`config.mk`:
```
export PLATFORM = sky130hd
export DESIGN_NAME = dac_update_ctrl
export DESIGN_NICKNAME = d
export VERILOG_FILES = /design/src/hw/dac_update_pkg.sv /design/src/hw/dac_update_ctrl.sv
export VERILOG_INCLUDE_DIRS = /design/src /design/src/hw
export SDC_FILE = /design/constraint.sdc
export NUM_CORES = 2
export LEC_CHECK = 0
export BUFFER_PORTS_ARGS = -buffer_cell sky130_fd_sc_hd__buf_2
export CORE_MARGIN = 4
export CORE_UTILIZATION = 25
export CTS_CLUSTER_DIAMETER = 150
export CTS_CLUSTER_SIZE = 14
export DETAILED_ROUTE_END_ITERATION = 6
export PLACE_DENSITY = 0.45
export SETUP_SLACK_MARGIN = 0.5
export SLEW_MARGIN = 20
export SYNTH_ARGS = -nofsm -noshare
export SYNTH_HDL_FRONTEND = slang
export SYNTH_SLANG_ARGS = --single-unit
```
`constraint.sdc`:
```
create_clock -name clk_i -period 9.8 [get_ports clk_i]
set_input_delay 1.47 -clock clk_i [delete_from_list [all_inputs] [get_ports clk_i]]
set_output_delay 1.47 -clock clk_i [all_outputs]
set_load 0.02 [all_outputs]
```
`src/hw/dac_update_regs.svh`:
```
// register offsets, field positions, reset values and timing counts
`ifndef DAC_UPDATE_REGS_SVH
`define DAC_UPDATE_REGS_SVH

// ----------------------------------------
// register offsets (byte addresses)
// ----------------------------------------
`define CTRL_OFS      8'h00
`define SEL0_OFS      8'h04
`define SEL1_OFS      8'h08
`define SEL2_OFS      8'h0C
`define SEL3_OFS      8'h10
`define CMD_OFS       8'h14
`define STAT_OFS      8'h18

// ----------------------------------------
// control fields
// ----------------------------------------
`define CTRL_PD_BIT   0
`define CTRL_TEN_BIT  1
`define CTRL_BANK_BIT 2
`define CTRL_TFLG_BIT 4
`define CTRL_RESET    8'h00
`define SEL_RESET     8'h00

// ----------------------------------------
// command word fields
// ----------------------------------------
`define CMD_MODE_LSB  14
`define CMD_CH_LSB    16
`define CMD_CNT_LSB   22
`define MODE_GAIN     2'h1
`define MODE_OFFSET   2'h2
`define MODE_INPUT    2'h3

// ----------------------------------------
// timing
// ----------------------------------------
`define CLK_NS        10
`define STAGE_NS      600
`define TAIL_NS       300
`define SEL_BUSY_NS   500
`define STAGE_CYC     ((`STAGE_NS + `CLK_NS - 1) / `CLK_NS)
`define TAIL_CYC      ((`TAIL_NS + `CLK_NS - 1) / `CLK_NS)
`define SEL_BUSY_CYC  ((`SEL_BUSY_NS + `CLK_NS - 1) / `CLK_NS)

`endif

```
`src/hw/dac_update_pkg.sv`:
```
// types for the converter update-control block
package dac_update_pkg;

  typedef logic [13:0]            code_t;
  typedef logic [31:0][13:0]      chan_codes_t;
  typedef enum logic [1:0] {
    E_IDLE,
    E_CALC,
    E_FINAL,
    E_TAIL
  } eng_state_t;

  typedef struct packed {
    chan_codes_t      in_a;
    chan_codes_t      in_b;
    chan_codes_t      cor_a;
    chan_codes_t      cor_b;
    chan_codes_t      dac;
    logic [63:0]      pend;
    logic [31:0]      dirty;
    logic [3:0][7:0]  sel;
    logic             pd;
    logic             ten;
    logic             bank;
    logic             tflag;
    logic             shut;
    eng_state_t       eng;
    logic [6:0]       cnt;
    logic [5:0]       cur;
    logic [5:0]       sel_cnt;
    logic [3:0]       s1;
    logic [3:0]       s2;
    logic [3:0]       s3;
    logic [3:0]       stab;
    logic             load_pend;
    logic             busy_oe;
    logic             busy_n;
    logic             grounded;
    logic [31:0]      rdata;
  } state_t;

endpackage

```
`src/hw/dac_update_ctrl.sv`:
```
// update control: recompute engine, wired busy line, load strobe, power-down
//
// Operation
// - data, gain or offset write starts recompute; busy held low until done
// - writes accepted while busy; no output register update while busy
// - busy pin bidirectional, shared wired line; released when own work done
// - finished device waits while any other device holds busy low
// - load strobe low transfers selected corrected values to outputs
// - load falling while busy is remembered and done when busy ends
// - load held low updates outputs each time busy ends
// - bank-select write asserts busy for 500 ns
// - addressed channels of one write recomputed one after another
// - busy width is (channels + 1) x 600 ns + 300 ns
// - load only updates channels recomputed or whose select bit flipped since last load
// - select bit 0 takes bank A, 1 takes bank B
// - select register n bit k steers channel 8n+k
// - power-down bit grounds outputs, keeps registers, clearing restores them
// - thermal enable plus over-temperature acts like power-down
// - entering thermal shutdown sets flag bit 4 of the control register
// - shutdown latched until software clears thermal enable
// - separate corrected registers for bank A and bank B per channel
// - while clear is low every load strobe is ignored
// - data writes go to bank A input when bank bit 0, else bank B
//
// Local design decisions: the address-and-strobe port and the register addresses.
`include "dac_update_regs.svh"

module dac_update_ctrl
  import dac_update_pkg::*;
(
  input  wire logic              clk_i,
  input  wire logic              rst_n_i,
  input  wire logic [7:0]        reg_addr_i,
  input  wire logic [31:0]       reg_wdata_i,
  input  wire logic              reg_wr_i,
  input  wire logic              reg_rd_i,
  output logic      [31:0]       reg_rdata_o,
  input  wire logic              load_outputs_n_i,
  input  wire logic              force_ground_n_i,
  input  wire logic              busy_n_i,
  output logic                   busy_n_o,
  output logic                   busy_n_oe_o,
  input  wire logic              over_temp_i,
  output chan_codes_t            dac_code_o,
  output logic                   outputs_grounded_o
);

  state_t r;
  state_t n;

  // ----------------------------------------
  // per-channel decode
  // ----------------------------------------
  logic [31:0] hit;
  code_t       pick [32];
  logic [4:0]  cmd_ch;
  logic [4:0]  cmd_mask;

  assign cmd_ch = reg_wdata_i[`CMD_CH_LSB +: 5];

  always_comb begin
    case (reg_wdata_i[`CMD_CNT_LSB +: 2])
      2'h0: cmd_mask = 5'h1F;
      2'h1: cmd_mask = 5'h1C;
      2'h2: cmd_mask = 5'h18;
      default: cmd_mask = 5'h00;
    endcase
  end

  genvar g;
  generate
    for (g = 0; g < 32; g++) begin : g_ch
      // aligned groups of 1, 4, 8 or 32 channels
      assign hit[g] = (((5'(g)) ^ cmd_ch) & cmd_mask) == 5'h00;
      // select register g/8, bit g%8
      assign pick[g] = r.sel[g / 8][g % 8] ? r.cor_b[g] : r.cor_a[g];
    end
  endgenerate

  function automatic logic [6:0] first_set(input logic [63:0] v);
    logic [6:0] res;
    res = 7'h00;
    for (int i = 63; i >= 0; i--) begin
      if (v[i]) begin
        res = {1'b1, 6'(i)};
      end
    end
    return res;
  endfunction

  // ----------------------------------------
  // next state
  // ----------------------------------------
  logic [6:0] nxt;
  logic       load_fall;
  logic       line_busy;
  logic       clear_ok;
  logic       do_load;
  logic [7:0] ctrl_val;
  logic [7:0] old_sel;

  always_comb begin
    n         = r;
    nxt       = first_set(r.pend);
    old_sel   = 8'h00;
    ctrl_val  = 8'h00;
    ctrl_val[`CTRL_PD_BIT]   = r.pd;
    ctrl_val[`CTRL_TEN_BIT]  = r.ten;
    ctrl_val[`CTRL_BANK_BIT] = r.bank;
    ctrl_val[`CTRL_TFLG_BIT] = r.tflag;

    // pins: load, clear, busy line, over-temperature
    n.s1 = {over_temp_i, busy_n_i, force_ground_n_i, load_outputs_n_i};
    n.s2 = r.s1;
    n.s3 = r.s2;
    // only a level on which the last two stages agree is taken
    n.stab = (r.s2 & ~(r.s2 ^ r.s3)) | (r.stab & (r.s2 ^ r.s3));
    load_fall = r.stab[0] & ~n.stab[0];
    clear_ok  = r.stab[1];
    // own work or anybody else pulling the shared line low
    line_busy = r.busy_oe | ~r.stab[2] | (r.eng != E_IDLE)
              | (r.pend != 64'h0);

    // ----------------------------------------
    // output load
    // ----------------------------------------
    do_load = ~line_busy & clear_ok & (r.load_pend | ~r.stab[0]);
    if (do_load) begin
      for (int c = 0; c < 32; c++) begin
        if (r.dirty[c]) begin
          n.dac[c] = pick[c];
        end
      end
      n.dirty = 32'h0;
    end
    if (!clear_ok) begin
      n.load_pend = 1'b0;
    end else if (do_load) begin
      n.load_pend = 1'b0;
    end
    // a new edge in the completing cycle survives
    if (load_fall && clear_ok) begin
      n.load_pend = 1'b1;
    end

    // ----------------------------------------
    // recompute engine, one channel at a time
    // ----------------------------------------
    case (r.eng)
      E_IDLE: begin
        if (nxt[6]) begin
          n.cur           = nxt[5:0];
          n.pend[nxt[5:0]] = 1'b0;
          n.eng           = E_CALC;
          n.cnt           = 7'(`STAGE_CYC - 1);
        end
      end
      E_CALC: begin
        if (r.cnt != 7'h00) begin
          n.cnt = r.cnt - 7'h01;
        end else begin
          // correction arithmetic lives elsewhere; value passes through
          if (r.cur[5]) begin
            n.cor_b[r.cur[4:0]] = r.in_b[r.cur[4:0]];
          end else begin
            n.cor_a[r.cur[4:0]] = r.in_a[r.cur[4:0]];
          end
          n.dirty[r.cur[4:0]] = 1'b1;
          if (nxt[6]) begin
            n.cur            = nxt[5:0];
            n.pend[nxt[5:0]] = 1'b0;
            n.cnt            = 7'(`STAGE_CYC - 1);
          end else begin
            n.eng = E_FINAL;
            n.cnt = 7'(`STAGE_CYC - 1);
          end
        end
      end
      E_FINAL: begin
        if (r.cnt != 7'h00) begin
          n.cnt = r.cnt - 7'h01;
        end else begin
          n.eng = E_TAIL;
          n.cnt = 7'(`TAIL_CYC - 1);
        end
      end
      default: begin
        if (r.cnt != 7'h00) begin
          n.cnt = r.cnt - 7'h01;
        end else begin
          n.eng = E_IDLE;
        end
      end
    endcase

    if (r.sel_cnt != 6'h00) begin
      n.sel_cnt = r.sel_cnt - 6'h01;
    end

    // ----------------------------------------
    // register writes (after engine: set wins)
    // ----------------------------------------
    if (reg_wr_i) begin
      if (reg_addr_i == `CTRL_OFS) begin
        n.pd   = reg_wdata_i[`CTRL_PD_BIT];
        n.ten  = reg_wdata_i[`CTRL_TEN_BIT];
        n.bank = reg_wdata_i[`CTRL_BANK_BIT];
        if (reg_wdata_i[`CTRL_TFLG_BIT]) begin
          n.tflag = 1'b0;
        end
      end else if (reg_addr_i >= `SEL0_OFS && reg_addr_i <= `SEL3_OFS
                   && reg_addr_i[1:0] == 2'h0) begin
        old_sel = r.sel[2'(reg_addr_i[7:2] - 6'h01)];
        n.sel[2'(reg_addr_i[7:2] - 6'h01)] = reg_wdata_i[7:0];
        // channels whose bank flipped must reload
        n.dirty[8 * (reg_addr_i[7:2] - 6'h01) +: 8] =
          n.dirty[8 * (reg_addr_i[7:2] - 6'h01) +: 8] | (old_sel ^ reg_wdata_i[7:0]);
        n.sel_cnt = 6'(`SEL_BUSY_CYC);
      end else if (reg_addr_i == `CMD_OFS
                   && reg_wdata_i[`CMD_MODE_LSB +: 2] != 2'h0) begin
        for (int c = 0; c < 32; c++) begin
          if (hit[c]) begin
            if (reg_wdata_i[`CMD_MODE_LSB +: 2] == `MODE_INPUT) begin
              if (r.bank) begin
                n.in_b[c] = reg_wdata_i[13:0];
              end else begin
                n.in_a[c] = reg_wdata_i[13:0];
              end
            end
            // gain and offset writes recompute the selected bank too
            n.pend[{r.bank, 5'(c)}] = 1'b1;
          end
        end
      end
    end

    // ----------------------------------------
    // thermal shutdown and power-down
    // ----------------------------------------
    if (!n.ten) begin
      n.shut = 1'b0;
    end else if (r.stab[3]) begin
      n.shut = 1'b1;
      if (!r.shut) begin
        n.tflag = 1'b1;
      end
    end
    // registers untouched; only the output stage is grounded
    n.grounded = n.pd | n.shut | ~clear_ok;

    // ----------------------------------------
    // busy pin drive
    // ----------------------------------------
    n.busy_n  = 1'b0;
    // queued work keeps the line low across the idle step between runs
    n.busy_oe = (n.eng != E_IDLE) | (n.sel_cnt != 6'h00)
              | ((r.eng != E_IDLE) & (n.pend != 64'h0));

    // ----------------------------------------
    // register reads, data one cycle later
    // ----------------------------------------
    n.rdata = 32'h0;
    if (reg_rd_i) begin
      if (reg_addr_i == `CTRL_OFS) begin
        n.rdata = {24'h0, ctrl_val};
      end else if (reg_addr_i >= `SEL0_OFS && reg_addr_i <= `SEL3_OFS
                   && reg_addr_i[1:0] == 2'h0) begin
        n.rdata = {24'h0, r.sel[2'(reg_addr_i[7:2] - 6'h01)]};
      end else if (reg_addr_i == `STAT_OFS) begin
        n.rdata = {26'h0, r.load_pend, r.stab[2], r.grounded, r.shut,
                   line_busy, r.busy_oe};
      end
    end
  end

  // ----------------------------------------
  // state register
  // ----------------------------------------
  always_ff @(posedge clk_i or negedge rst_n_i) begin
    if (!rst_n_i) begin
      r           <= '0;
      r.sel       <= {4{`SEL_RESET}};
      r.pd        <= 1'(`CTRL_RESET >> `CTRL_PD_BIT);
      r.eng       <= E_IDLE;
      r.s1        <= 4'h7;
      r.s2        <= 4'h7;
      r.s3        <= 4'h7;
      r.stab      <= 4'h7;
      r.busy_n    <= 1'b0;
      r.busy_oe   <= 1'b0;
      r.grounded  <= 1'b0;
    end else begin
      r <= n;
    end
  end

  assign reg_rdata_o        = r.rdata;
  assign busy_n_o           = r.busy_n;
  assign busy_n_oe_o        = r.busy_oe;
  assign dac_code_o         = r.dac;
  assign outputs_grounded_o = r.grounded;

endmodule

```
* Word level (Yosys, flattened, before mapping)
Index checks and enable logic that the tools add are counted.
** Cells by class
- $add $sub $neg :: 5
- Multiply operators :: 0
- Div/mod/pow operators :: 0
- Order comparisons :: 72
- Eq/ne operators :: 11
- Shifts and indexed selects :: 3
- Muxes and demuxes :: 374
- Bitwise gates (word level) :: 127
- Reduce and logical (&&, ||, !) cells :: 187
** Operators by type and width (number)
- $mux 64 :: 160
- $bwmux 448 :: 2
- $mux 14 :: 35
- $mux 7 :: 67
- $reduce_and 7->1 :: 64
- $lt 6x7->1 const B :: 33
- $ge 6x1->1 const B :: 33
- $and 5x5->5 :: 32
- $logic_not 5->1 :: 32
- $bmux 14 s5 :: 2
- $mux 132 :: 1
- $mux 128 :: 1
- $pmux 64 s2 :: 1
- $reduce_bool 64->1 :: 2
- $mux 96 :: 1
- $demux 14 s5 :: 1
- $reduce_and 2->1 :: 34
- $and 64x64->64 :: 1
- $bwmux 32 :: 2
- $mux 32 :: 2
- $not 64->64 :: 1
- $or 64x33->64 :: 1
- $or 64x34->64 :: 1
- $or 64x35->64 :: 1
- other kinds (84) :: 269
** Storage, ports and cells
- Bits in registers :: 2445
- Bits in latches :: 0
- RAM bits :: 0
- ROM bits :: 0
- Bits of input ports :: 48
- Output and inout bits :: 483
- Logic and storage cells :: 962
- Memories kept :: 0

* Longest topological paths before layout
- Depth in word-level cells :: 270
- Mapped depth :: 18
- Mapped depth without buffers :: 16

* Least setup slack after synthesis
No wires, ideal clock.
- Path type :: input to register
- Start point :: input reg_addr_i[2]
- End point :: register r[135] (netlist name)
- Arrival :: 6222 ps
- Setup slack :: 3453 ps
- Cell stages on the path :: 17
- Path buffers :: 2
- Cells stage by stage :: buf_1 -> clkbuf_1 -> inv_1 -> ha_1 -> o31ai_2 -> nor2b_1 -> and3_1 -> nand2_1 -> inv_1 -> ha_1 -> nor4b_1 -> nand4_1 -> nor4_1 -> o221ai_1 -> or3_1 -> nor4_4 -> mux2_2
** RTL lines
- start: declaration :: line dac_update_ctrl.sv:33 : input wire logic [7:0] reg_addr_i,
- end signal: assignment :: line dac_update_ctrl.sv:293 : r <= n;
- end: declaration :: line dac_update_ctrl.sv:48 : state_t r;

==> impl_metrics.tcl <==
set metrics [dict create \
    outcome "complete, no violations" \
    holdCritPathClass "reg2reg" \
    rows 239 \
    crit_path_cell_trace "buf_2, buf_4, inv_1, ha_1, o31ai_2, nor2b_1, and3_1, nand2_1, inv_1, ha_1, nor4b_1, nand4_1, nor4_1, o221ai_1, or3_1, nor2_1, mux2_2" \
    post-route-util_pct 27.5 \
    first_pass_iters 6 \
    yosysMostFrequentCell "dfrtp_1" \
    crit_slowest_cell "o31ai_2" \
    peakVddDrop_v 0.000135 \
    post_cts_buffers 0 \
    clock_latency_ns 0.89 \
    reg2reg_depth 8 \
    grt_overflow_total 0 \
    fp.dieW_um 660 \
    cts_resized 0 \
    cp.depth 17 \
    path_clk_slew_ns 0.07 \
    grt_max_degree 190 \
    postRouteAntennaNets 0 \
    p_seq_share_pct 56.1 \
    max_freq_mhz 144 \
    p_clk_share_pct 40.4 \
    cp-start-kind "input port" \
    synth_flop_cell "dfrtp_1" \
    holdPathStages 0 \
    place_congestion 0.861 \
    drive_gt1_share_pct 23.8 \
    p_int_mw 13.8 \
    cts-root-buf "clkbuf_16" \
    avgViaCountPerCell 4.76 \
    die_h_um 660 \
    cts_buffers 198 \
    grt_pass1_wl_um 524000 \
    die_area_um2 435000 \
    worstMarginPinSlew_ns 1.18 \
    initial_core_util_pct 25.1 \
    async_reset_ff_share_pct 100 \
    rsz0062_at_grt "false" \
    post_drt_wl_per_cell_um 25.2 \
    layout_setup_ws_ns 2.84 \
    pre_cts_slack_ns 2.11 \
    final.min_clock_period_ns 6.96 \
    final_cells 14571 \
    ctsHoldBuffers 0 \
    hold_violations 0 \
    fin_crit_sh_pct 71.1 \
    switching_power_mw 4.20 \
    fin_setup_tns_ns 0 \
    dp_cells 14321 \
    max_slew_margin_pct 21.1 \
    clockBufferDepth 4 \
    required_ns 10.54 \
    crit_type "in2reg" \
    routed_wl_um 367000 \
    path_buf_inv 4 \
    synth_edf_count 0 \
    syn_inst 9146 \
    synth_cell_type_count 83 \
    worstPathArrival_ns 7.70 \
    h-tree-depth 4 \
    slew_violations 0 \
    postSynthAreaPerCell_um2 11.6 \
    ys_seq_elements 2421 \
    grt_usage_pct 16.4 \
    synth_largest_area_cell "dfrtp_1" \
    path_delay_family "simple AND/OR/NAND/NOR gates" \
    synth_top_area_share_pct 56.7 \
    antenna_found_initial 52 \
    cp_max_fo 28 \
    dp_hpwl_um 243000 \
    max_stage_delay_ns 0.97 \
    sw_frac_of_total_pct 23.4 \
    drv_cap 0 \
    synth_area_um2 106000 \
    portBuffers 496 \
    synthTopCellsByArea "dfrtp_1, mux2_2, mux4_2" \
    met1_usage_pct 22.1 \
    skew_ns 0.0816 \
    area_growth_syn_to_layout_pct 9.76 \
    nets 8929 \
    gr-usage-met2_pct 27.5 \
    drt_iter0_drc 5921 \
    gr-usage-met3_pct 2.32 \
    yosysWarnings 0 \
    seq_area_frac_synth_pct 57.0 \
    p_leak_nw 52.9 \
    p_comb_share_pct 3.5 \
    power.density_nw_per_um2 154 \
    grt_pass1_vias 69252 \
    coreArea_um2 423000 \
    route.vias.total 69297 \
    cts.sinks 2421 \
    holdWs_ns 0.350 \
    setup_viol 0 \
    grt-busiest-layer "met2" \
    drcViolationCount 0 \
    pin_count 531 \
    cts_tree "done" \
    cp-end-kind "register" \
    synth_common_cells "dfrtp_1, nor2_1, a21oi_1, mux2_2, nand2_1" \
]
==> state kept, by name, indices dropped and copies added (netlist names), named ones only <==
name and cells:
dac_code_o 448, r 1948, n 8, busy_n_oe_o 1, reg_rdata_o 8, ctrl_val 4
outputs_grounded_o 1
==> routing by layer <==
layer	vias up	wire length (µm)	share of wire [%]
li1	30627	-	-
met1	36288	161000	44
met2	1894	178000	49
met3	472	17500	4.8
met4	16	10600	2.9
met5	-	94	0.026
==> power groups by stage <==
stage | Sequential, mW | Clock [mW] | Combinational, mW
floorplan | 10.2 | 0 | 0.299
global placement | 10.3 | 0 | 0.626
detailed placement | 10.3 | 0 | 0.643
CTS | 10.1 | 7.55 | 0.644
global route | 10.1 | 7.87 | 0.694
finish | 10.1 | 7.27 | 0.628
==> worst paths after layout <==
check / slack (ns) / to / startpoint
min reg2reg: 0.35 / n[43] / n[47]
min in group asynchronous: 0.60 / r[742] / rst_n_i
max reg2reg: 4.62 / dac_code_o[48] / r[161]
max: 2.84 / r[120] / reg_addr_i[2]
min: 0.35 / n[43] / n[47]
max in group asynchronous: 6.63 / r[41] / rst_n_i
==> worst reg2reg max path, cell delays in order, from the launching register on <==
cell	delay [ns]
dfrtp_1	0.44
nor4_1	0.71
nand4_1	0.68
nor4_1	0.73
nand4b_1	0.35
nor2_2	0.18
buf_4	0.67
and2_1	1.02
a21oi_1	0.17
==> cell families (layout without fill, tap and decap cells) <==
logic type | after synthesis | count (layout) | share of synthesized area [%]
AOI/OAI and AO/OA | 1828 | 1828 | 9.31
xor gates and xnor gates | 20 | 20 | 0.165
adders and majority gates | 24 | 24 | 0.276
buffers and inverters | 1222 | 939 | 6.07
DFF | 2421 | 2421 | 57.0
muxes | 1616 | 1616 | 19.1
other | 1 | 46 | 0.00353
and+or+nand+nor | 2014 | 2014 | 8.01
==> area by class of cell <==
cell class                      instances  area [µm²]
Inverter                               50         188
Tap cell                             5663        7090
Fill cell                           43743      307000
Multi-Input combinational cell       5527       39600
Timing Repair Buffer                  662        3980
Clock buffer                          222        5070
Antenna cell                           21        52.6
Sequential cell                      2421       60600
Clock inverter                          5        66.3
==> placed cells by master (no fill, tap or decap), types with 28 or more instances in the layout <==
cell type | synthesis | routed
inv_1 | 50 | 49
buf_2 | 29 | 494
mux2_1 | 51 | 51
nand2_1 | 644 | 644
nor2_1 | 1023 | 1004
a22o_1 | 32 | 32
mux2i_1 | 454 | 454
dfrtp_1 | 2409 | 2405
and2_1 | 47 | 43
nand3_1 | 32 | 30
and3_2 | 0 | 30
clkbuf_16 | 0 | 199
o21ai_0 | 599 | 599
nor4_1 | 28 | 28
a22oi_1 | 67 | 67
nor3_1 | 46 | 33
a221oi_1 | 29 | 29
buf_4 | 483 | 149
o21ai_1 | 56 | 55
a21oi_1 | 928 | 928
mux4_2 | 239 | 239
mux2_2 | 872 | 872
==> per-stage QoR <==
| step | power [mW] | area (µm²) |
|---|---|---|
| 3_5_place_dp | 10.9 | 111000 |
| 5_1_grt | 18.7 | 117000 |
| 4_1_cts | 18.3 | 116000 |
| 2_1_floorplan | 10.5 | 106000 |
| 3_3_place_gp | 10.9 | 111000 |
| 6_report | 18.0 | 117000 |
Note: power is estimated with default switching activity, not from simulation.
